<file path="config.mk">
export PLATFORM = sky130hd
export DESIGN_NAME = csifc_forwarding_control
export DESIGN_NICKNAME = d
export VERILOG_FILES = /design/src/csifc_pkg.sv /design/src/csifc_out_engine.sv /design/src/csifc_forwarding_control.sv
export SDC_FILE = /design/constraint.sdc
export NUM_CORES = 1
export LEC_CHECK = 0
export ABC_AREA = 1
export BUFFER_PORTS_ARGS = -buffer_cell sky130_fd_sc_hd__buf_2
export CAP_MARGIN = 10
export CORE_MARGIN = 3
export CORE_UTILIZATION = 52
export CTS_BUF_LIST = sky130_fd_sc_hd__clkbuf_4 sky130_fd_sc_hd__clkbuf_8 sky130_fd_sc_hd__clkbuf_16
export DETAILED_ROUTE_END_ITERATION = 16
export PLACE_DENSITY = 0.82
export SETUP_SLACK_MARGIN = 0.3
export SLEW_MARGIN = 20
export SYNTH_ARGS = -nofsm -noshare
export SYNTH_HDL_FRONTEND = slang
export SYNTH_SLANG_ARGS = --single-unit
export TNS_END_PERCENT = 1
</file>
<file path="constraint.sdc">
create_clock -name clock -period 2.5 [get_ports clock]
set_input_delay 0.125 -clock clock [delete_from_list [all_inputs] [get_ports clock]]
set_output_delay 0.125 -clock clock [all_outputs]
set_load 0.03 [all_outputs]
</file>
<file path="src/csifc_pkg.sv">
// Constants and types for the forwarding control block.
// Assumes a register port driven by the serial control bus slave on the core clock.
package csifc_pkg;

    // ****************************************
    // Register map
    // ****************************************
    localparam logic [7:0] ADDR_CTL_ONE = 8'h20;
    localparam logic [7:0] ADDR_CTL_TWO = 8'h21;
    localparam logic [7:0] RESET_CTL_ONE = 8'hF0;
    localparam logic [7:0] RESET_CTL_TWO = 8'h03;

    // Control one fields
    localparam int DIS_LSB = 4;
    localparam int MAP_LSB = 0;
    // Control two fields
    localparam int REPLICATE_BIT = 7;
    localparam int WHEN_PRESENT_BIT = 6;
    localparam int OUT1_MODE_LSB = 4;
    localparam int OUT0_MODE_LSB = 2;
    localparam int OUT1_BE_BIT = 1;
    localparam int OUT0_BE_BIT = 0;

    localparam int NUM_PORTS = 4;
    localparam int NUM_OUTS = 2;

    typedef enum logic [1:0] {
        MODE_OFF = 2'h0,
        MODE_BASIC = 2'h1,
        MODE_INTERLEAVE = 2'h2,
        MODE_CONCAT = 2'h3
    } csifc_mode_t;

    // Register access
    typedef struct packed {
        logic write;
        logic read;
        logic [7:0] addr;
        logic [7:0] wdata;
    } csifc_reg_req_t;

    // Stream beat from a receive port
    typedef struct packed {
        logic valid;
        logic sop;
        logic eop;
        logic isLong;
        logic [7:0] data;
    } csifc_beat_t;

    typedef struct packed {
        logic valid;
        logic sop;
        logic eop;
        logic [1:0] port;
        logic [7:0] data;
    } csifc_out_t;

endpackage : csifc_pkg

</file>
<file path="src/csifc_out_engine.sv">
// Forwarding engine for one output: picks a receive port per packet.
// Assumes receive beats hold until taken (valid/ready) and packets are contiguous.
module csifc_out_engine (
    // Clock and reset
    input wire logic clock,
    input wire logic resetn,
    // Configuration, sampled at packet boundaries
    input wire logic [csifc_pkg::NUM_PORTS-1:0] member,
    input wire csifc_pkg::csifc_mode_t mode,
    input wire logic bestEffort,
    input wire logic whenPresent,
    // Receive side
    input wire csifc_pkg::csifc_beat_t [csifc_pkg::NUM_PORTS-1:0] inBeat,
    output logic [csifc_pkg::NUM_PORTS-1:0] inTake,
    // Output side
    output csifc_pkg::csifc_out_t outBeat_q
);
    typedef enum logic [1:0] {
        ST_IDLE = 2'b01,
        ST_SEND = 2'b10
    } csifc_eng_state_t;

    csifc_eng_state_t state_q;
    logic [1:0] cur_q;
    logic [1:0] last_q;
    logic [csifc_pkg::NUM_PORTS-1:0] present;
    logic [csifc_pkg::NUM_PORTS-1:0] longPresent;
    logic allPresent;
    logic pickOk;
    logic [1:0] pick;
    logic [csifc_pkg::NUM_PORTS-1:0] served_q;
    logic [csifc_pkg::NUM_PORTS-1:0] longPass;
    logic [csifc_pkg::NUM_PORTS-1:0] cand;
    logic syncOn;
    logic asAvail;

    genvar gi;
    generate
        for (gi = 0; gi < csifc_pkg::NUM_PORTS; gi++) begin : g_pres
            assign present[gi] = member[gi] & inBeat[gi].valid & inBeat[gi].sop;
            assign longPresent[gi] = present[gi] & inBeat[gi].isLong;
        end
    endgenerate

    assign syncOn = !bestEffort && (mode != csifc_pkg::MODE_OFF);
    assign asAvail = whenPresent && (mode != csifc_pkg::MODE_CONCAT);
    assign longPass = asAvail ? longPresent : '0;
    // A port already served this round waits, unless its line may go as available
    assign cand = syncOn ? (present & ~(served_q & ~longPass)) : present;

    assign allPresent = (member != '0) && (((present | served_q) & member) == member);

    // round of one line per member; without it the second port of a round would starve
    always_ff @(posedge clock) begin
        if (!resetn) begin
            served_q <= '0;
        end else if (!syncOn || ((served_q & member) == member)) begin
            served_q <= '0;
        end else if (state_q == ST_SEND && inBeat[cur_q].valid && inBeat[cur_q].eop) begin
            served_q[cur_q] <= 1'b1;
        end
    end

    always_comb begin
        logic [2:0] idx;
        pick = last_q;
        pickOk = 1'b0;
        idx = '0;
        for (int k = 1; k <= csifc_pkg::NUM_PORTS; k++) begin
            idx = 3'(({1'b0, last_q} + 3'(k)) & 3'h3);
            if (!pickOk && cand[idx[1:0]]) begin
                pick = idx[1:0];
                pickOk = 1'b1;
            end
        end
        if (bestEffort) begin
            pickOk = pickOk;
        end else if (mode == csifc_pkg::MODE_OFF) begin
            pickOk = 1'b0;
        // short packets and concatenation still wait
        end else if (whenPresent && mode != csifc_pkg::MODE_CONCAT && longPresent[pick]) begin
            pickOk = pickOk;
        end else begin
            pickOk = pickOk & allPresent;
        end
    end

    always_comb begin
        inTake = '0;
        if (state_q == ST_SEND) begin
            inTake[cur_q] = inBeat[cur_q].valid;
        end
    end

    always_ff @(posedge clock) begin
        if (!resetn) begin
            state_q <= ST_IDLE;
            cur_q <= 2'h0;
            last_q <= 2'h3;
        end else begin
            case (state_q)
                ST_IDLE: begin
                    if (pickOk) begin
                        cur_q <= pick;
                        state_q <= ST_SEND;
                    end
                end
                ST_SEND: begin
                    if (inBeat[cur_q].valid && inBeat[cur_q].eop) begin
                        last_q <= cur_q;
                        state_q <= ST_IDLE;
                    end
                end
                default: state_q <= ST_IDLE;
            endcase
        end
    end

    always_ff @(posedge clock) begin
        if (!resetn) begin
            outBeat_q <= '0;
        end else begin
            outBeat_q.valid <= (state_q == ST_SEND) & inBeat[cur_q].valid;
            outBeat_q.sop <= inBeat[cur_q].sop;
            outBeat_q.eop <= inBeat[cur_q].eop;
            outBeat_q.port <= cur_q;
            outBeat_q.data <= inBeat[cur_q].data;
        end
    end

endmodule : csifc_out_engine

</file>
<file path="src/csifc_forwarding_control.sv">
// Forwarding control: two control registers and the routing of receive ports onto two outputs.
// Assumes the serial control bus slave presents one-cycle read/write strobes on the core clock.
//
// Contract
// - Map bit per receive port 0..3: 0 sends to output 0, 1 to output 1.
// - Replicate bit 7 set: output 1 carries exactly output 0's stream.
// - Synchronized without as-available: hold line until every enabled port has data; the code waits only for enabled ports mapped to that output.
// - As-available bit 6 set: send each port's line once it is present.
// - As-available affects only long packets and nothing in concatenation mode.
// - One as-available bit governs both outputs together.
// - Output 1 mode bits 5:4: off, basic, interleave, concatenation.
// - Output 0 mode bits 3:2 use the same encoding independently.
// - Best-effort does not synchronize; waiting ports served roughly round-robin.
// - Per-port disable bit: 1 stops forwarding, 0 allows it.
module csifc_forwarding_control (
    // Clock and reset
    input wire logic clock,
    input wire logic resetn,
    // Register port
    input wire csifc_pkg::csifc_reg_req_t regReq,
    output logic [7:0] regRdata_q,
    // Receive ports
    input wire csifc_pkg::csifc_beat_t [csifc_pkg::NUM_PORTS-1:0] rxBeat,
    output logic [csifc_pkg::NUM_PORTS-1:0] rxTake,
    // Outputs
    output csifc_pkg::csifc_out_t out0Beat_q,
    output csifc_pkg::csifc_out_t out1Beat_q
);
    // ****************************************
    // Registers
    // ****************************************
    logic [7:0] ctlOne_q;
    logic [7:0] ctlTwo_q;

    always_ff @(posedge clock) begin
        if (!resetn) begin
            ctlOne_q <= csifc_pkg::RESET_CTL_ONE;
            ctlTwo_q <= csifc_pkg::RESET_CTL_TWO;
        end else if (regReq.write) begin
            if (regReq.addr == csifc_pkg::ADDR_CTL_ONE) begin
                ctlOne_q <= regReq.wdata;
            end
            if (regReq.addr == csifc_pkg::ADDR_CTL_TWO) begin
                ctlTwo_q <= regReq.wdata;
            end
        end
    end

    // Unmapped addresses read as zero
    always_ff @(posedge clock) begin
        if (!resetn) begin
            regRdata_q <= 8'h00;
        end else if (regReq.read) begin
            case (regReq.addr)
                csifc_pkg::ADDR_CTL_ONE: regRdata_q <= ctlOne_q;
                csifc_pkg::ADDR_CTL_TWO: regRdata_q <= ctlTwo_q;
                default: regRdata_q <= 8'h00;
            endcase
        end
    end

    // ****************************************
    // Routing
    // ****************************************
    logic [csifc_pkg::NUM_PORTS-1:0] enabled;
    logic [csifc_pkg::NUM_PORTS-1:0] memberZero;
    logic [csifc_pkg::NUM_PORTS-1:0] memberOne;
    logic [csifc_pkg::NUM_PORTS-1:0] takeZero;
    logic [csifc_pkg::NUM_PORTS-1:0] takeOne;
    logic replicate;
    csifc_pkg::csifc_out_t eng0Beat;
    csifc_pkg::csifc_out_t eng1Beat;

    // Replicate is read live; a flip mid-packet could split a frame, so software flips it while idle
    assign replicate = ctlTwo_q[csifc_pkg::REPLICATE_BIT];

    genvar gi;
    generate
        for (gi = 0; gi < csifc_pkg::NUM_PORTS; gi++) begin : g_map
            assign enabled[gi] = ~ctlOne_q[csifc_pkg::DIS_LSB + gi];
            assign memberZero[gi] = enabled[gi] & (replicate | ~ctlOne_q[csifc_pkg::MAP_LSB + gi]);
            assign memberOne[gi] = enabled[gi] & ~replicate & ctlOne_q[csifc_pkg::MAP_LSB + gi];
        end
    endgenerate

    csifc_out_engine u_eng0 (
        .clock(clock),
        .resetn(resetn),
        .member(memberZero),
        .mode(csifc_pkg::csifc_mode_t'(ctlTwo_q[csifc_pkg::OUT0_MODE_LSB +: 2])),
        .bestEffort(ctlTwo_q[csifc_pkg::OUT0_BE_BIT]),
        .whenPresent(ctlTwo_q[csifc_pkg::WHEN_PRESENT_BIT]),
        .inBeat(rxBeat),
        .inTake(takeZero),
        .outBeat_q(eng0Beat)
    );

    csifc_out_engine u_eng1 (
        .clock(clock),
        .resetn(resetn),
        .member(memberOne),
        .mode(csifc_pkg::csifc_mode_t'(ctlTwo_q[csifc_pkg::OUT1_MODE_LSB +: 2])),
        .bestEffort(ctlTwo_q[csifc_pkg::OUT1_BE_BIT]),
        .whenPresent(ctlTwo_q[csifc_pkg::WHEN_PRESENT_BIT]),
        .inBeat(rxBeat),
        .inTake(takeOne),
        .outBeat_q(eng1Beat)
    );

    assign rxTake = takeZero | takeOne;

    always_ff @(posedge clock) begin
        if (!resetn) begin
            out0Beat_q <= '0;
            out1Beat_q <= '0;
        end else begin
            out0Beat_q <= eng0Beat;
            out1Beat_q <= replicate ? eng0Beat : eng1Beat;
        end
    end

endmodule : csifc_forwarding_control

</file>
Word level (Yosys, flattened, before mapping)
Cells that the tools add are included.
- bits in registers: 96
- bits of input ports: 68
- output and inout bits: 38
- logic and storage cells: 256
- add/subtract/negate cells: 8
- $lt $le $gt $ge: 14
- equality and inequality tests: 16
- multiplexer cells: 64
- bitwise operators: 73
- reduce and logical (&&, ||, !) cells: 50
- operators with widths (cell ; number):
    $bmux 12 s2 ; 2
    $and 1x1->1 ; 40
    $and 4x4->4 ; 10
    $lt 2x3->1 const B ; 12
    $mux 1 ; 26
    $mux 12 ; 2
    $mux 2 ; 12
    $mux 4 ; 6
    $logic_and 1x1->1 ; 22
    $bmux 1 s2 ; 10
    $or 4x4->4 ; 5
    $eq 4x4->1 ; 4
    $eq 8x6->1 const B ; 2
    $not 4->4 ; 4
    $pmux 8 s2 ; 1
    $reduce_and 2->1 ; 8
    $mux 13 ; 1
    $logic_not 1->1 ; 10
    $not 1->1 ; 10
    $add 2x1->2 const B ; 4
    $add 2x2->2 const B ; 4
    $ne 2x2->1 const B ; 4
    $pmux 2 s2 ; 2
    $reduce_bool 4->1 ; 2
    other kinds (10) ; 22

Logic depth before layout (Yosys ltp)
Gate-level depths: netlist (run 1).
- depth in word-level cells: 32
- mapped depth: 23
- depth with buffers taken out: 22

Cells and area by module
Synthesis (run 1) repeated with hierarchy kept, for this count alone.
- cells, all modules: 738
- area total of the unflattened synthesis: 5106.1 um^2
- by module, submodules not included (module ; times used ; cells each ; area an instance (um^2) ; seq. area each (um^2)):
    csifc_forwarding_control ; 1 ; 292 ; 2049.5 ; 1001.0
    csifc_out_engine at u_eng1 ; 1 ; 222 ; 1529.0 ; 460.4
    csifc_out_engine at u_eng0 ; 1 ; 224 ; 1527.7 ; 460.4

Worst setup path before layout (run 1)
Ideal clock, no wire load.
- kind: register to register
- start: reg ctlTwo_q[7]
- end: reg u_eng1.state_q[0]
- library setup time: 0.112 ns
- data arrival time: 1.823 ns
- required time: 2.388 ns
- path slack: 0.565 ns
- cell stages (with the launch flop): 22
- path buffers: 1
- clock period less this slack: 1.935 ns
- path through: dfxtp_1 buf_6 inv_8 nand3_2 nor2_2 nand3_1 nand2_1 nand2_1 nand2_2 nand2_1 nand2_1 nand2_2 nand2_2 nand2_1 nand3_1 nand3_1 nand2_1 nand2_1 nand2_2 nand2_2 a21oi_2 inv_2
- longest elaborated chain between the ends: 32
- elaborated cells between the ends (all ways): 63
- those cells by class: eq/ne: 2; mux: 23; bitwise: 28; reduce/logical: 10
- RTL lines (what ; line ; RTL):
    from (decl) ; csifc_forwarding_control.sv:33 ; logic [7:0] ctlTwo_q;
    from (signal assigned) ; csifc_forwarding_control.sv:38 ; ctlTwo_q <= csifc_pkg::RESET_CTL_TWO;
    from (signal assigned) ; csifc_forwarding_control.sv:44 ; ctlTwo_q <= regReq.wdata;
    $not 1->1 (*) ; csifc_forwarding_control.sv:82 ; assign memberOne[gi] = enabled[gi] & ~replicate & ctlOne_q[csifc_pkg::MAP_LSB + gi];
    $and 1x1->1 (2 in a row) ; csifc_forwarding_control.sv:82 ;
    $and 1x1->1 (2 in a row) ; csifc_out_engine.sv:40 ; assign present[gi] = member[gi] & inBeat[gi].valid & inBeat[gi].sop;
    $and 1x1->1 ; csifc_out_engine.sv:41 ; assign longPresent[gi] = present[gi] & inBeat[gi].isLong;
    $mux 4 ; csifc_out_engine.sv:47 ; assign longPass = asAvail ? longPresent : '0;
    $not 4->4 ; csifc_out_engine.sv:49 ; assign cand = syncOn ? (present & ~(served_q & ~longPass)) : present;
    $and 4x4->4 ; csifc_out_engine.sv:49 ;
    $not 4->4 ; csifc_out_engine.sv:49 ;
    [14 not listed] ; -- ;
    $bmux 1 s2 ; csifc_out_engine.sv:81 ; end else if (whenPresent && mode != csifc_pkg::MODE_CONCAT && longPresent[pick]) begin
    $mux 1 (implied by the code) ; csifc_out_engine.sv:81 ;
    $logic_and 1x1->1 ; csifc_out_engine.sv:81 ;
    $mux 1 ; csifc_out_engine.sv:81 ;
    $mux 1 ; csifc_out_engine.sv:78 ; end else if (mode == csifc_pkg::MODE_OFF) begin
    $mux 1 (*) ; csifc_out_engine.sv:76 ; if (bestEffort) begin
    $ne 2x1->1 (no source line) (*) ; -- ;
    $reduce_and 2->1 (no source line) (*) ; -- ;
    to (signal assigned) ; csifc_out_engine.sv:97 ; state_q <= ST_IDLE;
    to (signal assigned) ; csifc_out_engine.sv:105 ; state_q <= ST_SEND;
    to (signal assigned) ; csifc_out_engine.sv:111 ; state_q <= ST_IDLE;
    to (decl) ; csifc_out_engine.sv:23 ; csifc_eng_state_t state_q;
Mark *: on every way between the ends. The rest lies on a longest branch, timed or not. The select of a mux whose other input is x is not followed.
A chain may end at the register's enable or synchronous reset.

Worst setup path after layout (run 1)
- start: reg ctlTwo_q[5]
- end: reg u_eng1.state_q[0]
- longest elaborated chain between the ends: 28
- elaborated cells between the ends (all ways): 42
- those cells by class: eq/ne: 2; mux: 23; bitwise: 5; reduce/logical: 12
- RTL lines (what ; line):
    $ne 2x2->1 ; csifc_out_engine.sv:46, csifc_out_engine.sv:81
    $logic_and 1x1->1 ; csifc_out_engine.sv:46, csifc_out_engine.sv:81
    $mux 4 ; csifc_out_engine.sv:47
    $not 4->4 ; csifc_out_engine.sv:49
    $and 4x4->4 ; csifc_out_engine.sv:49
    $not 4->4 ; csifc_out_engine.sv:49
    $and 4x4->4 ; csifc_out_engine.sv:49
    $mux 4 ; csifc_out_engine.sv:49
    [12 not listed] ; --
    $bmux 1 s2 ; csifc_out_engine.sv:81
    $mux 1 (implied by the code) ; csifc_out_engine.sv:81
    $logic_and 1x1->1 ; csifc_out_engine.sv:81
    $mux 1 ; csifc_out_engine.sv:81
    $mux 1 ; csifc_out_engine.sv:78
    $mux 1 (*) ; csifc_out_engine.sv:76
    $ne 2x1->1 (no source line) (*) ; --
    $reduce_and 2->1 (no source line) (*) ; --
Marked as above.

==> results of run 1 <==
cells by family after synthesis:
group	Yosys count	synth area share, %
DFF	96	41.3
AOI/OAI and AO/OA	143	19.6
buffers and inverters	130	11.0
xor gates and xnor gates	2	0.377
and+or+nand+nor	287	27.7
placed cells by master, fill, tap and decap left out, types with 2 or more instances in the layout:
cell and count:
sky130_fd_sc_hd__dfxtp_1 85, sky130_fd_sc_hd__a21oi_1 34, sky130_fd_sc_hd__o211ai_1 4, sky130_fd_sc_hd__buf_4 18
sky130_fd_sc_hd__o21ai_2 2, sky130_fd_sc_hd__dlygate4sd3_1 4, sky130_fd_sc_hd__nand3_1 49, sky130_fd_sc_hd__nor2_4 5
sky130_fd_sc_hd__o21ai_0 39, sky130_fd_sc_hd__buf_2 105, sky130_fd_sc_hd__nor2_2 8, sky130_fd_sc_hd__nand2_2 15
sky130_fd_sc_hd__inv_2 9, sky130_fd_sc_hd__nor2_1 86, sky130_fd_sc_hd__a221oi_1 20, sky130_fd_sc_hd__nor3_1 6
sky130_fd_sc_hd__inv_8 3, sky130_fd_sc_hd__nand4_1 3, sky130_fd_sc_hd__clkbuf_8 9, sky130_fd_sc_hd__nand3b_1 2
sky130_fd_sc_hd__o22ai_1 25, sky130_fd_sc_hd__o21ai_4 3, sky130_fd_sc_hd__nor4_1 3, sky130_fd_sc_hd__dfxtp_4 5
sky130_fd_sc_hd__inv_6 2, sky130_fd_sc_hd__nand3_2 24, sky130_fd_sc_hd__clkinv_8 2, sky130_fd_sc_hd__o221ai_1 8
sky130_fd_sc_hd__dfxtp_2 6, sky130_fd_sc_hd__o21a_1 2, sky130_fd_sc_hd__xnor2_1 2, sky130_fd_sc_hd__nand2_1 85
sky130_fd_sc_hd__inv_1 92
per-stage QoR:
stage	total power, W	instance area, sq um	hold slack [ns]	setup slack (ns)
2_1_floorplan	0.00175	4650	0.251	0.565
6_report	0.00285	5760	0.0188	0.293
3_3_place_gp	0.00186	5300	0.361	0.191
4_1_cts	0.00286	5570	0.00648	0.274
5_1_grt	0.00295	5760	0.0230	0.0797
3_5_place_dp	0.00186	5300	0.369	0.143
power by group through the flow:
stage          clock network (W)  registers [W]  logic (W)
2_1_floorplan                  0        0.00165  0.0000933
3_3_place_gp                   0        0.00161   0.000243
3_5_place_dp                   0        0.00162   0.000247
4_1_cts                  0.00103        0.00158   0.000253
5_1_grt                  0.00109        0.00158   0.000279
6_report                 0.00102        0.00157   0.000258
layout make-up:
cell class	instances	share of cell area [%]
Multi-Input combinational cell	432	41.1
Sequential cell	96	33.8
Timing Repair Buffer	127	12.2
Inverter	105	7.06
Tap cell	105	2.28
Clock buffer	9	2.15
Clock inverter	7	1.41
worst max-delay path: stages (launching register included):
cell and delay [ns]:
sky130_fd_sc_hd__dfxtp_4 0.39, sky130_fd_sc_hd__nor2_2 0.06, sky130_fd_sc_hd__nor2_4 0.20, sky130_fd_sc_hd__nand3_2 0.14, sky130_fd_sc_hd__nand3_1 0.13, sky130_fd_sc_hd__nand3_1 0.10
sky130_fd_sc_hd__nand2_2 0.09, sky130_fd_sc_hd__nand2_1 0.07, sky130_fd_sc_hd__nand3_1 0.13, sky130_fd_sc_hd__nand2_2 0.08, sky130_fd_sc_hd__nand2_1 0.06, sky130_fd_sc_hd__nand2_1 0.05
sky130_fd_sc_hd__nand2_1 0.06, sky130_fd_sc_hd__nand3_1 0.06, sky130_fd_sc_hd__nand2_1 0.07, sky130_fd_sc_hd__nand2_1 0.05, sky130_fd_sc_hd__nand2_2 0.08, sky130_fd_sc_hd__nand2_2 0.08
sky130_fd_sc_hd__a21oi_2 0.18, sky130_fd_sc_hd__inv_2 0.04
sequential cells by signal (all words and copies together) (netlist names):
register	cells
u_eng1.served_q	4
u_eng1.outBeat_q	13
out0Beat_q	13
u_eng1.cur_q	2
u_eng0.state_q	2
u_eng1.last_q	2
u_eng0.outBeat_q	13
ctlOne_q	8
u_eng1.state_q	2
ctlTwo_q	8
u_eng0.served_q	4
u_eng0.cur_q	2
out1Beat_q	13
regRdata_q	8
u_eng0.last_q	2
routing by layer:
metal	vias up	wire, um
li1	2423	-
met1	2322	6030
met2	272	6370
met3	24	1440
met4	0	173
met5	-	0
final timing paths:
path,end,slack (ns),depth (start not counted)
worst min-delay path,u_eng1.outBeat_q[3],0.02,3
worst min register to register,out0Beat_q[0],0.42,2
worst max register to register,u_eng1.state_q[0],0.29,19
worst max-delay path,u_eng1.state_q[0],0.29,19
repair_timing:
action                                  CTS  global route
gates resized for setup                   8            50
hold endpoints to repair                  4             0
setup buffers                             1             3
pin swaps                                 1             4
hold buffers                              4             0
endpoints found under the setup margin   10            12
==> results.md, run 1 <==
CTS:
- The clock tree synthesis step divided the H-tree into 3 levels.
- In this run the deepest clock path goes through 2 buffers.
- The TritonCTS clock tree is done.
- The clock drives 96 sinks.
- The clock transition time at the flip-flop clock pins of the worst setup and hold paths is roughly 0.11 ns.
- The library cell used as clock root buffer is sky130_fd_sc_hd__clkbuf_8.
- The number of buffers created by CTS is 9.
- The clock latency reported for the late side of the worst-skew pair is 0.37 ns.

STA:
- The max-slew violation count is 0.
- The worst pin sits at a relative slew slack of roughly two fifths.
- After layout, the minimum clock period comes to around 2.2 ns.
- Timing would allow up to around 0.45 GHz.
- The final cycle utilization of the critical path is about nine tenths.
- Setup violations remaining at the end of the flow were counted as 0.
- Summed over all failing endpoints, the final setup total negative slack is 0 ns.
- The transition time at the pin with the least slew margin is a little under 0.9 ns.
- The final number of hold-violating endpoints was 0.
- Setup repair after global routing could not meet its margin everywhere.
- The post-route clock skew is around 0.015 ns.

GRT:
- The via count of the first global-routing pass came to approximately 4.5k.
- Global routing consumed, on the met2 layer, 41.3% of the routing resources.
- The first global-routing pass estimated about 22000 um of wire.
- Global routing used a little under two fifths of the available met1 tracks.
- Global routing consumed, over all layers together, a little over a quarter of the routing resources.
- The initial antenna violation count is 0.
- For met3 alone, demand over resource in global routing was around 7.0%.
- The maximum number of pins on one net before global-route repair is just under 60.
- The layer with the highest usage after global routing is met2.
- For this run the aggregate overflow at the end of global routing stands at 0.

Floorplanning:
- From left edge to right edge, the die measures between 100 and 150 um.
- The core box area is 0.00846 sq mm.
- The overall die area is a little over 0.01 sq mm.
- The floorplan has 33 rows.
- The starting utilization of the core area is between 50% and 60%.
- The chip height is roughly 100 um.
- The total I/O pin count is 106.

Power:
- In this run, flip-flops and latches consume between 50% and 60% of the power.
- The static power due to leakage is ~2.8 nW.
- The relative contribution of the clock network to total power is between 30% and 40%.
- The combinational fraction of design power is 9.0%.
- The internal power of the cells totals roughly 0.0021 W.
- Summed over all nets, the switching power comes to a little under 0.0008 W.
- The total power divided by cell area is 495 mW/mm^2.
- IR analysis of the VDD net gives a maximum drop of approximately 0.00033 V.
- Net switching is approximately 28% of the power.

Synth:
- For this run, asynchronously set or reset flops after synthesis account for 0%.
- The library cell with the largest summed area after synthesis is sky130_fd_sc_hd__dfxtp_1.
- The sequential share of the synthesized area is approximately 41%.
- In this run, distinct cell masters in the synthesized netlist total 35.
- The Yosys step of the flow raised 0 warnings.
- Summing every instance area after synthesis gives 0.00465 sq mm.
- The average cell area after synthesis is roughly 7.1 sq um.
- After synthesis, the cell types taking the most area are sky130_fd_sc_hd__dfxtp_1 (41%), sky130_fd_sc_hd__inv_1 (8.0%), sky130_fd_sc_hd__nand2_1 (7.3%).
- The synthesized design contains 96 register bits.
- The top cell type by area accounts for between 40 and 50% of the synthesized area.
- The synthesized net count is about 730.
- The most instantiated flip-flop cell in the synthesis netlist is sky130_fd_sc_hd__dfxtp_1.
- The count of mapped cells out of synthesis is 658.
- The commonest cells after synthesis are sky130_fd_sc_hd__inv_1 (99), sky130_fd_sc_hd__dfxtp_1 (96), sky130_fd_sc_hd__nand2_1 (91).
- Yosys mapped a number of flops with a built-in enable equal to 0.
- The dominant cell by count in the synthesized netlist is sky130_fd_sc_hd__inv_1.

Drt:
- For this run, design rule violations remaining after detail routing come to 0.
- The violation count after the first detailed-route iteration is 429.
- In the final routed layout, each cell accounts on average for roughly 16 um.
- After detailed routing, the total wire length is around 14000 um.
- The pre-antenna-repair detailed-routing pass consisted of 5 iterations.
- The via density per instance is ~5.7.
- Summing over every cut layer, the via total after detailed routing is between 5k and 6k.
- The remaining antenna violation count after routing is 0.

Finish:
- Relative to the synthesized area, the layout overhead comes to 23.9%.
- The non-filler instance count after layout is slightly below 900.
- The number of antenna diodes in the final layout is 0.
- The layout cell share with drive strength beyond 1 is between 20% and 30%.
- The utilization after layout is just under 70%.
- The multi-input logic area is approximately 0.0024 sq mm.
- The layout has 734 filler cells.
- At the end of the flow, the number of nets in the layout was roughly 840.
- In the final layout, flip-flops and latches occupy approximately 0.0019 sq mm.

Setup path:
- The category of the most critical setup path is flop to flop.
- The startpoint kind of the worst setup timing path is a flop.
- The largest driver fanout on the critical path is 5.
- In this run the critical register-to-register path is launched from ctlTwo_q[5].
- The required time reported for the critical path endpoint is about 2.8 ns.
- Data arrives at the worst endpoint at approximately 2.5 ns.
- The most critical setup path has its startpoint at ctlTwo_q[5].
- The worst setup path is captured at a flop.

Hold path:
- In this run the most critical hold path is launched from rxBeat[15].
- The classification of the worst-slack hold path is primary input to flop.

Placed design:
- Summed over all nets, the half-perimeter wirelength after detailed placement is ~11000 um.
- The congestion estimate from routability-driven global placement came to 0.935.
- The number of cells after detailed placement is between 800 and 900.
- The number of port buffers is about 110.

Run status:
- The flow ran to the end, and the final reports show no timing, DRC or antenna violations.

Flow run:
- The reported max-cap violation count is 0.
Note: power is estimated with default switching activity, not from simulation.
==> inputs of run 2 (changes only) <==
- ABC_AREA: 1 -> 0
- TNS_END_PERCENT: 1 -> 30
==> results.md, run 2 <==
Floorplanning:
- The chip height is 101 um.
- The floorplan step set the die width to between 100 and 150 um.
- The overall die area is ~0.010 sq mm.
- The number of placement rows is 33.
- Once the floorplan was initialized, standard cells occupied about 55% of the core.
- The total area inside the core boundary comes to 0.00846 sq mm.
- Pin placement for this block handled approximately 110 I/O pins.

Drt:
- The detailed-route wire length per cell is 18.4 um.
- The via density per instance is 6.02.
- The number of vias after detailed routing is 4411.
- The detailed router finished its first iteration with roughly 470 violations.
- The wire length after detailed routing is roughly 13000 um.
- The number of optimization iterations in the first detailed-route pass is 6.
- Once detail routing completed, the nets flagged for antenna violations numbered 0.
- The number of DRC violations after detailed routing is 0.

CTS:
- Clock tree synthesis selected as its root buffer the cell sky130_fd_sc_hd__clkbuf_8.
- Clock tree synthesis inserted a total of 9 buffers.
- The TritonCTS clock tree is done.
- Clock latency on the worst-skew pair, taken at its later pin, is approximately 0.37 ns.
- The H-tree was split into 3 levels.
- Clock-pin slew was measured on the worst setup and hold paths at about 0.11 ns.
- The longest clock path from root to sink contains 2 buffers.
- The clock sink count is 96.

Synth:
- The library cell with the largest summed area after synthesis is sky130_fd_sc_hd__dfxtp_1.
- The flop and latch count out of synthesis is 96.
- The commonest cells after synthesis are sky130_fd_sc_hd__dfxtp_1 (96), sky130_fd_sc_hd__nor2_1 (66), sky130_fd_sc_hd__mux2i_1 (40).
- The dominant cell by count in the synthesized netlist is sky130_fd_sc_hd__dfxtp_1.
- The number of enable flip-flop cells after synthesis is 0.
- For this run, the register share of the synthesized area comes to 41.1%.
- The fraction of registers with async set/reset is 0%.
- Sorting the synthesized cells by area gives the leading types as sky130_fd_sc_hd__dfxtp_1 (41%), sky130_fd_sc_hd__mux4_2 (11%), sky130_fd_sc_hd__mux2i_1 (8.6%).
- Yosys printed 0 warnings.
- The share of the synthesized area in the top cell type is 41.1%.
- The synthesized net count is ~560.
- In this run, distinct cell masters in the synthesized netlist total 59.
- In this run the cell area of the synthesized design comes to roughly 0.0047 sq mm.
- The count of mapped cells out of synthesis is a little under 500.
- The average cell area after synthesis is approximately 9.5 sq um.
- In the synthesized netlist the dominant register cell turns out to be sky130_fd_sc_hd__dfxtp_1.

Finish:
- The final-stage net count is 691.
- The filler cells instantiated in the layout total between 500 and 600.
- The area growth from synthesis to layout is 26.5%.
- The library cells used most frequently in the layout, excluding fill and tap cells, are sky130_fd_sc_hd__buf_2 (105), sky130_fd_sc_hd__dfxtp_1 (85), sky130_fd_sc_hd__nor2_1 (65).
- The total inserted antenna cells is 0.
- The layout cell share with drive strength beyond 1 is around a third.
- The library cell used most frequently in the layout, excluding fill and tap cells, is sky130_fd_sc_hd__buf_2.
- Summing all non-filler instances in the final layout gives an area of between 0.005 and 0.006 sq mm.

STA:
- The max-slew violation count is 0.
- The highest clock frequency the design can meet is 0.421 GHz.
- After layout, the minimum clock period comes to around 2.4 ns.
- Setup repair after global routing could not meet its margin everywhere.
- The final-report setup violation count is 0.
- At the pin with the least slew margin, the transition time is around 0.64 ns.
- The final number of hold-violating endpoints is 0.
- The post-route clock skew is 0.0109 ns.
- The final total negative setup slack is 0 ns.
- The tightest hold path in the finished design has a slack of 0.176 ns.
- Of the available clock period, the critical path in the final layout requires 95.0%.
- Headroom to the max-slew limit came out at 57.4%.

GRT:
- The first global-routing pass estimated 20600 um of wire.
- The initial antenna violation count was 0.
- Across every metal layer, demand over resource in global routing totals between 20% and 30%.
- The via count of the first global-routing pass came to 4245.
- The total overflow reported by the global router is 0.
- Entering global routing, the biggest net connects 51 pins.

Setup path:
- The worst register-to-register path has a depth of 8.
- The startpoint kind of the worst setup timing path is a flop.
- The worst setup path is of the flop to flop kind.
- The flop-to-flop setup slack is between 0.1 and 0.15 ns.
- Data on the critical path is required at its endpoint by about 2.8 ns.
- The endpoint of the most critical register-to-register path is u_eng0.cur_q[0].
- The launch instance of the worst register-to-register path is ctlTwo_q[7].
- The worst path arrival time is approximately 2.6 ns.
- The largest driver fanout on the critical path is 8.
- The kind of end point of the critical path is a flop.

Hold path:
- The launch point of the worst hold path is rxBeat[30].
- The worst hold path belongs to the class primary input to flop.
- The hold-critical path endpoint is u_eng0.outBeat_q[6].
- The number of cells traversed by the worst hold path is 3.

Placed design:
- The routability congestion estimate is 0.983.
- The number of port buffers is approximately 110.
- Summing all placed instances gives a cell area of between 0.005 and 0.006 sq mm.
- After legalization and detailed placement, the total HPWL measured 9420 um.

Power:
- In this run the power density over the cells is 477 mW/mm^2.
- The worst supply voltage drop on vdd is around 0.00028 V.
- For this design the static power due to leakage is between 2 and 3 nW.

Run status:
- The flow ran to the end, and the final reports show no timing, DRC or antenna violations.

Flow run:
- The tool flagged a number of max-cap violations equal to 0.
-- run 2: changes by cell type after synthesis, moves of 14 or more --
cell                       delta
sky130_fd_sc_hd__nand3_1     -57
sky130_fd_sc_hd__o22ai_1     -21
sky130_fd_sc_hd__inv_1       -83
sky130_fd_sc_hd__mux4_2      +22
sky130_fd_sc_hd__mux2i_1     +40
sky130_fd_sc_hd__a21oi_1     -14
sky130_fd_sc_hd__and2_1      +35
sky130_fd_sc_hd__a221oi_1    -20
sky130_fd_sc_hd__o21ai_0     -35
sky130_fd_sc_hd__nand2_1     -60
sky130_fd_sc_hd__nor2_1      -24
-- run 2: cell families after synthesis --
group | share of synthesized area [%]
compound gates | 13.1
xor+xnor | 0.375
buf+inv | 3.80
flops | 41.1
mux | 19.7
simple gates | 21.9
-- run 2: layout make-up --
| cell class | instances | area (sq um) | area share (%) |
|---|---|---|---|
| clock inverters | 7 | 73.8 | 1.25 |
| multi-input cells | 350 | 2680 | 45.3 |
| flip-flops and latches | 96 | 1950 | 33.0 |
| clock buffers | 9 | 124 | 2.09 |
| inverters | 16 | 62.6 | 1.06 |
| well taps | 105 | 131 | 2.22 |
| repair buffers | 150 | 887 | 15.0 |
-- run 2: what timing repair did --
item / 4_1_cts / 5_1_grt
pin swaps: 10 / 17
setup buffers: 7 / 10
setup endpoints to repair: 9 / 9
resized for setup: 21 / 22
endpoints found under the hold margin: 9 / 0
hold buffers: 8 / 0
-- run 2: power breakdown --
| part | total, W | internal [W] | leakage [nW] | switching, W |
|---|---|---|---|---|
| clock | 0.00102 | 0.000395 | 0.0946 | 0.000627 |
| combinational | 0.000239 | 0.000110 | 1.65 | 0.000129 |
| sequential | 0.00156 | 0.00155 | 0.788 | 0.00000963 |
-- run 2: per-layer routing --
layer  vias up  global-route usage, %  wire [um]
li1       2023                      -          -
met1      2051                   34.4       5310
met2       287                   41.2       6540
met3        50                   4.43       1160
met4         0                   10.3        460
met5         -                      0          0
-- run 2: worst max-delay path by stage --
stage,start,to,slack (ns),cells after the start
2_1_floorplan,ctlTwo_q[6],u_eng0.cur_q[0],0.24,9
3_3_place_gp,ctlTwo_q[7],u_eng0.cur_q[0],0.12,8
3_5_place_dp,ctlTwo_q[7],u_eng0.cur_q[0],0.01,8
4_1_cts,ctlTwo_q[7],u_eng1.cur_q[0],0.16,9
5_1_grt,ctlTwo_q[7],u_eng0.cur_q[0],0.04,8
6_report,ctlTwo_q[7],u_eng0.cur_q[0],0.13,8
-- run 2: worst max-delay path: stages, from the launching register on --
cell and delay, ns:
sky130_fd_sc_hd__dfxtp_4 0.42, sky130_fd_sc_hd__inv_4 0.06, sky130_fd_sc_hd__a211o_1 0.34, sky130_fd_sc_hd__or2_1 0.26
sky130_fd_sc_hd__nor3b_4 0.18, sky130_fd_sc_hd__o31a_1 0.24, sky130_fd_sc_hd__o211a_1 0.25, sky130_fd_sc_hd__nor3_4 0.20
sky130_fd_sc_hd__mux2_4 0.31
-- run 2: per-stage QoR --
step	utilization, %	total power (W)	setup WS [ns]	std cells
after floorplan	-	0.00172	0.245	491
after global placement	63.6	0.00182	0.117	692
after detailed placement	63.6	0.00183	0.0125	692
after CTS	68.2	0.00282	0.158	723
final	69.9	0.00282	0.126	733
after global routing	69.9	0.00291	0.0424	733
==> inputs of run 3 (changes only) <==
- clock period: 2.5 -> 3.1 ns (I/O delays scaled with it)
==> results.md, run 3 (synthesis results as in run 2) <==
Setup path:
- The worst setup path is launched from a flop.
- The slowest library cell on the worst path is sky130_fd_sc_hd__dfxtp_1.
- The category of the most critical setup path is flop to flop.
- Counting both buffers and inverters, the worst setup path holds a total of 1.
- On the worst path, the slowest cell contributes a delay of approximately 0.54 ns.
- The worst path arrival time is 2.96 ns.
- The critical path goes through inv_1 > a211o_1 > or2_1 > nor3b_2 > nor4b_1 > o21a_1 > nor3_4 > mux2_1.
- The most critical setup path has its startpoint at ctlTwo_q[7].
- The largest driver fanout on the critical path is 11.
- The launch instance of the worst register-to-register path is ctlTwo_q[7].
- Among cell families on the critical path, the largest total delay comes from simple AND/OR/NAND/NOR gates.
- The required time reported for the critical path endpoint is 3.36 ns.
- STA classifies the critical path endpoint as a flop.

Floorplanning:
- From left edge to right edge, the die measures 101 um.
- The number of placement rows is 33.
- The chip height is 101 um.
- The total I/O pin count is approximately 110.
- The core box area is about 0.0085 sq mm.
- The die covers 0.0102 sq mm.
- The initial utilization of the core area, before any placement, comes to between 50% and 60%.

STA:
- Setup repair after global routing could not meet its margin everywhere.
- In this run the tightest slew margin relative to its limit is a little over two fifths.
- The worst path meets setup with 0.398 ns of slack.
- The final number of hold-violating endpoints is 0.
- The post-layout minimum cycle time is between 2 and 3 ns.
- The transition time at the pin with the least slew margin is 0.856 ns.
- The highest clock frequency the design can meet is between 0.3 and 0.4 GHz.
- For the final database, setup skew stands at 0.0115 ns.
- The final-report setup violation count is 0.
- In the final timing run, aggregate negative setup slack is 0 ns.
- After layout, the worst path uses about 87% of the clock period.
- The max-slew violation count is 0.

Power:
- The worst-case IR drop observed on VDD is about 0.00021 V.
- The static power due to leakage is around 2.3 nW.
- For this design the ratio of total power to cell area is about 430 mW/mm^2.

CTS:
- The clock latency reported for the late side of the worst-skew pair is 0.37 ns.
- The clock passes through at most 2 buffers.
- The TritonCTS clock tree is done.
- The clock transition time at the flip-flop clock pins of the worst setup and hold paths is between 0.1 and 0.15 ns.
- The level count of the clock H-tree is 3.
- CTS saw 96 sinks.
- Clock tree synthesis inserted a total of 9 buffers.
- The setup fix buffers added after clock tree synthesis is 0.
- Clock tree synthesis selected as its root buffer the cell sky130_fd_sc_hd__clkbuf_8.

Drt:
- The count of nets left with antenna violations once routing finished came out at 0.
- The detailed-route wire length per cell is roughly 18 um.
- The number of DRC violations after detailed routing is 0.
- The first detailed-routing pass ran for 5 iterations.
- The violation count after the first detailed-route iteration is roughly 300.
- The wire length after detailed routing is ~13000 um.
- After detailed routing, the number of vias per cell comes to 6.19.
- The number of vias after detailed routing is ~4.3k.

GRT:
- The global-route wire length before repair is ~20000 um.
- In the global route stage, overall resource usage came out at around 25%.
- The via count of the first global-routing pass is 4151.
- Entering global routing, the biggest net connects 51 pins.
- The initial antenna violation count is 0.
- The total overflow reported by the global router is 0.

Flow run:
- The reported max-cap violation count is 0.

Hold path:
- The launch point of the worst hold path is regReq[1].
- The min-delay analysis places its worst path in the category primary input to flop.

Run status:
- The flow ran to the end, and the final reports show no timing, DRC or antenna violations.

Finish:
- The top cell types in the final layout, fill and taps aside, are sky130_fd_sc_hd__buf_2 (105), sky130_fd_sc_hd__dfxtp_1 (96), sky130_fd_sc_hd__nor2_1 (66).
- The post-route netlist has a little over a quarter of its cells at a drive strength greater than 1.
- The library cell used most frequently in the layout, excluding fill and tap cells, is sky130_fd_sc_hd__buf_2.
- The area growth from synthesis to layout is 17.9%.
- In the final design database the tool counted 654 nets.
- The total inserted antenna cells is 0.

Placed design:
- OpenSTA, run right after detailed placement, puts the worst setup slack at between 0.4 and 0.5 ns.
- The detailed-placement wirelength estimate is between 9000 and 10000 um.
- The number of port buffers is between 100 and 150.
- The routability congestion estimate is 0.916.
-- run 3: changes by cell type in the layout (fill, tap and decap cells not counted), sizes merged --
| cell | change |
|---|---|
| buf | -29 |
| bufinv | +1 |
| clkinv | +2 |
| clkinvlp | -2 |
| dlygate4sd3 | -8 |
| inv | -1 |
-- run 3: where the power goes --
part / switching (W) / total, W / internal [W]
Clock: 0.000495 / 0.000894 / 0.000400
Combinational: 0.000102 / 0.000182 / 0.0000800
Sequential: 0.00000813 / 0.00127 / 0.00126
Total: 0.000605 / 0.00234 / 0.00174
-- run 3: metrics by stage --
step / hold WS (ns) / cell area (sq um) / instances / total power, W / utilization, %
after floorplan: 0.280 / 4670 / 491 / 0.00138 / -
after global routing: 0.0155 / 5510 / 696 / 0.00242 / 65.1
after detailed placement: 0.391 / 5270 / 680 / 0.00147 / 62.3
final: 0.0158 / 5510 / 696 / 0.00234 / 65.1
after global placement: 0.382 / 5270 / 680 / 0.00147 / 62.3
after CTS: 0.00453 / 5500 / 696 / 0.00236 / 64.9
-- run 3: what timing repair did --
action	CTS	global route
gates resized for setup	0	2
hold endpoints to repair	0	0
endpoints found under the setup margin	0	2
hold buffers	0	0
-- run 3: path summary, 6_finish.rpt --
kind / slack (ns) / cells after the start / to
worst max-delay path: 0.40 / 8 / u_eng0.cur_q[0]
worst max register to register: 0.40 / 8 / u_eng0.cur_q[0]
worst min-delay path: 0.02 / 3 / ctlTwo_q[1]
worst min register to register: 0.47 / 1 / out0Beat_q[10]
-- run 3: cell type report --
class	count	area, sq um
multi-input cells	350	2590
flip-flops and latches	96	1920
well taps	105	131
clock inverters	7	97.6
repair buffers	113	586
fillers	677	2960
inverters	16	60.1
clock buffers	9	124
-- run 3: worst reg2reg max path: stages, from the launching register on --
cell                      delay (ns)
sky130_fd_sc_hd__dfxtp_1        0.54
sky130_fd_sc_hd__inv_1          0.17
sky130_fd_sc_hd__a211o_1        0.31
sky130_fd_sc_hd__or2_1          0.29
sky130_fd_sc_hd__nor3b_2        0.35
sky130_fd_sc_hd__nor4b_1        0.10
sky130_fd_sc_hd__o21a_1         0.23
sky130_fd_sc_hd__nor3_4         0.24
sky130_fd_sc_hd__mux2_1         0.34
-- run 3: routing by layer --
layer / track usage (%) / part of all wire (%) / up-vias
met4: 12.8 / 4.7 / 0
li1: - / - / 1951
met5: 0 / 0 / -
met2: 39.3 / 47 / 252
met1: 31.1 / 40 / 2037
met3: 6.64 / 9.1 / 65
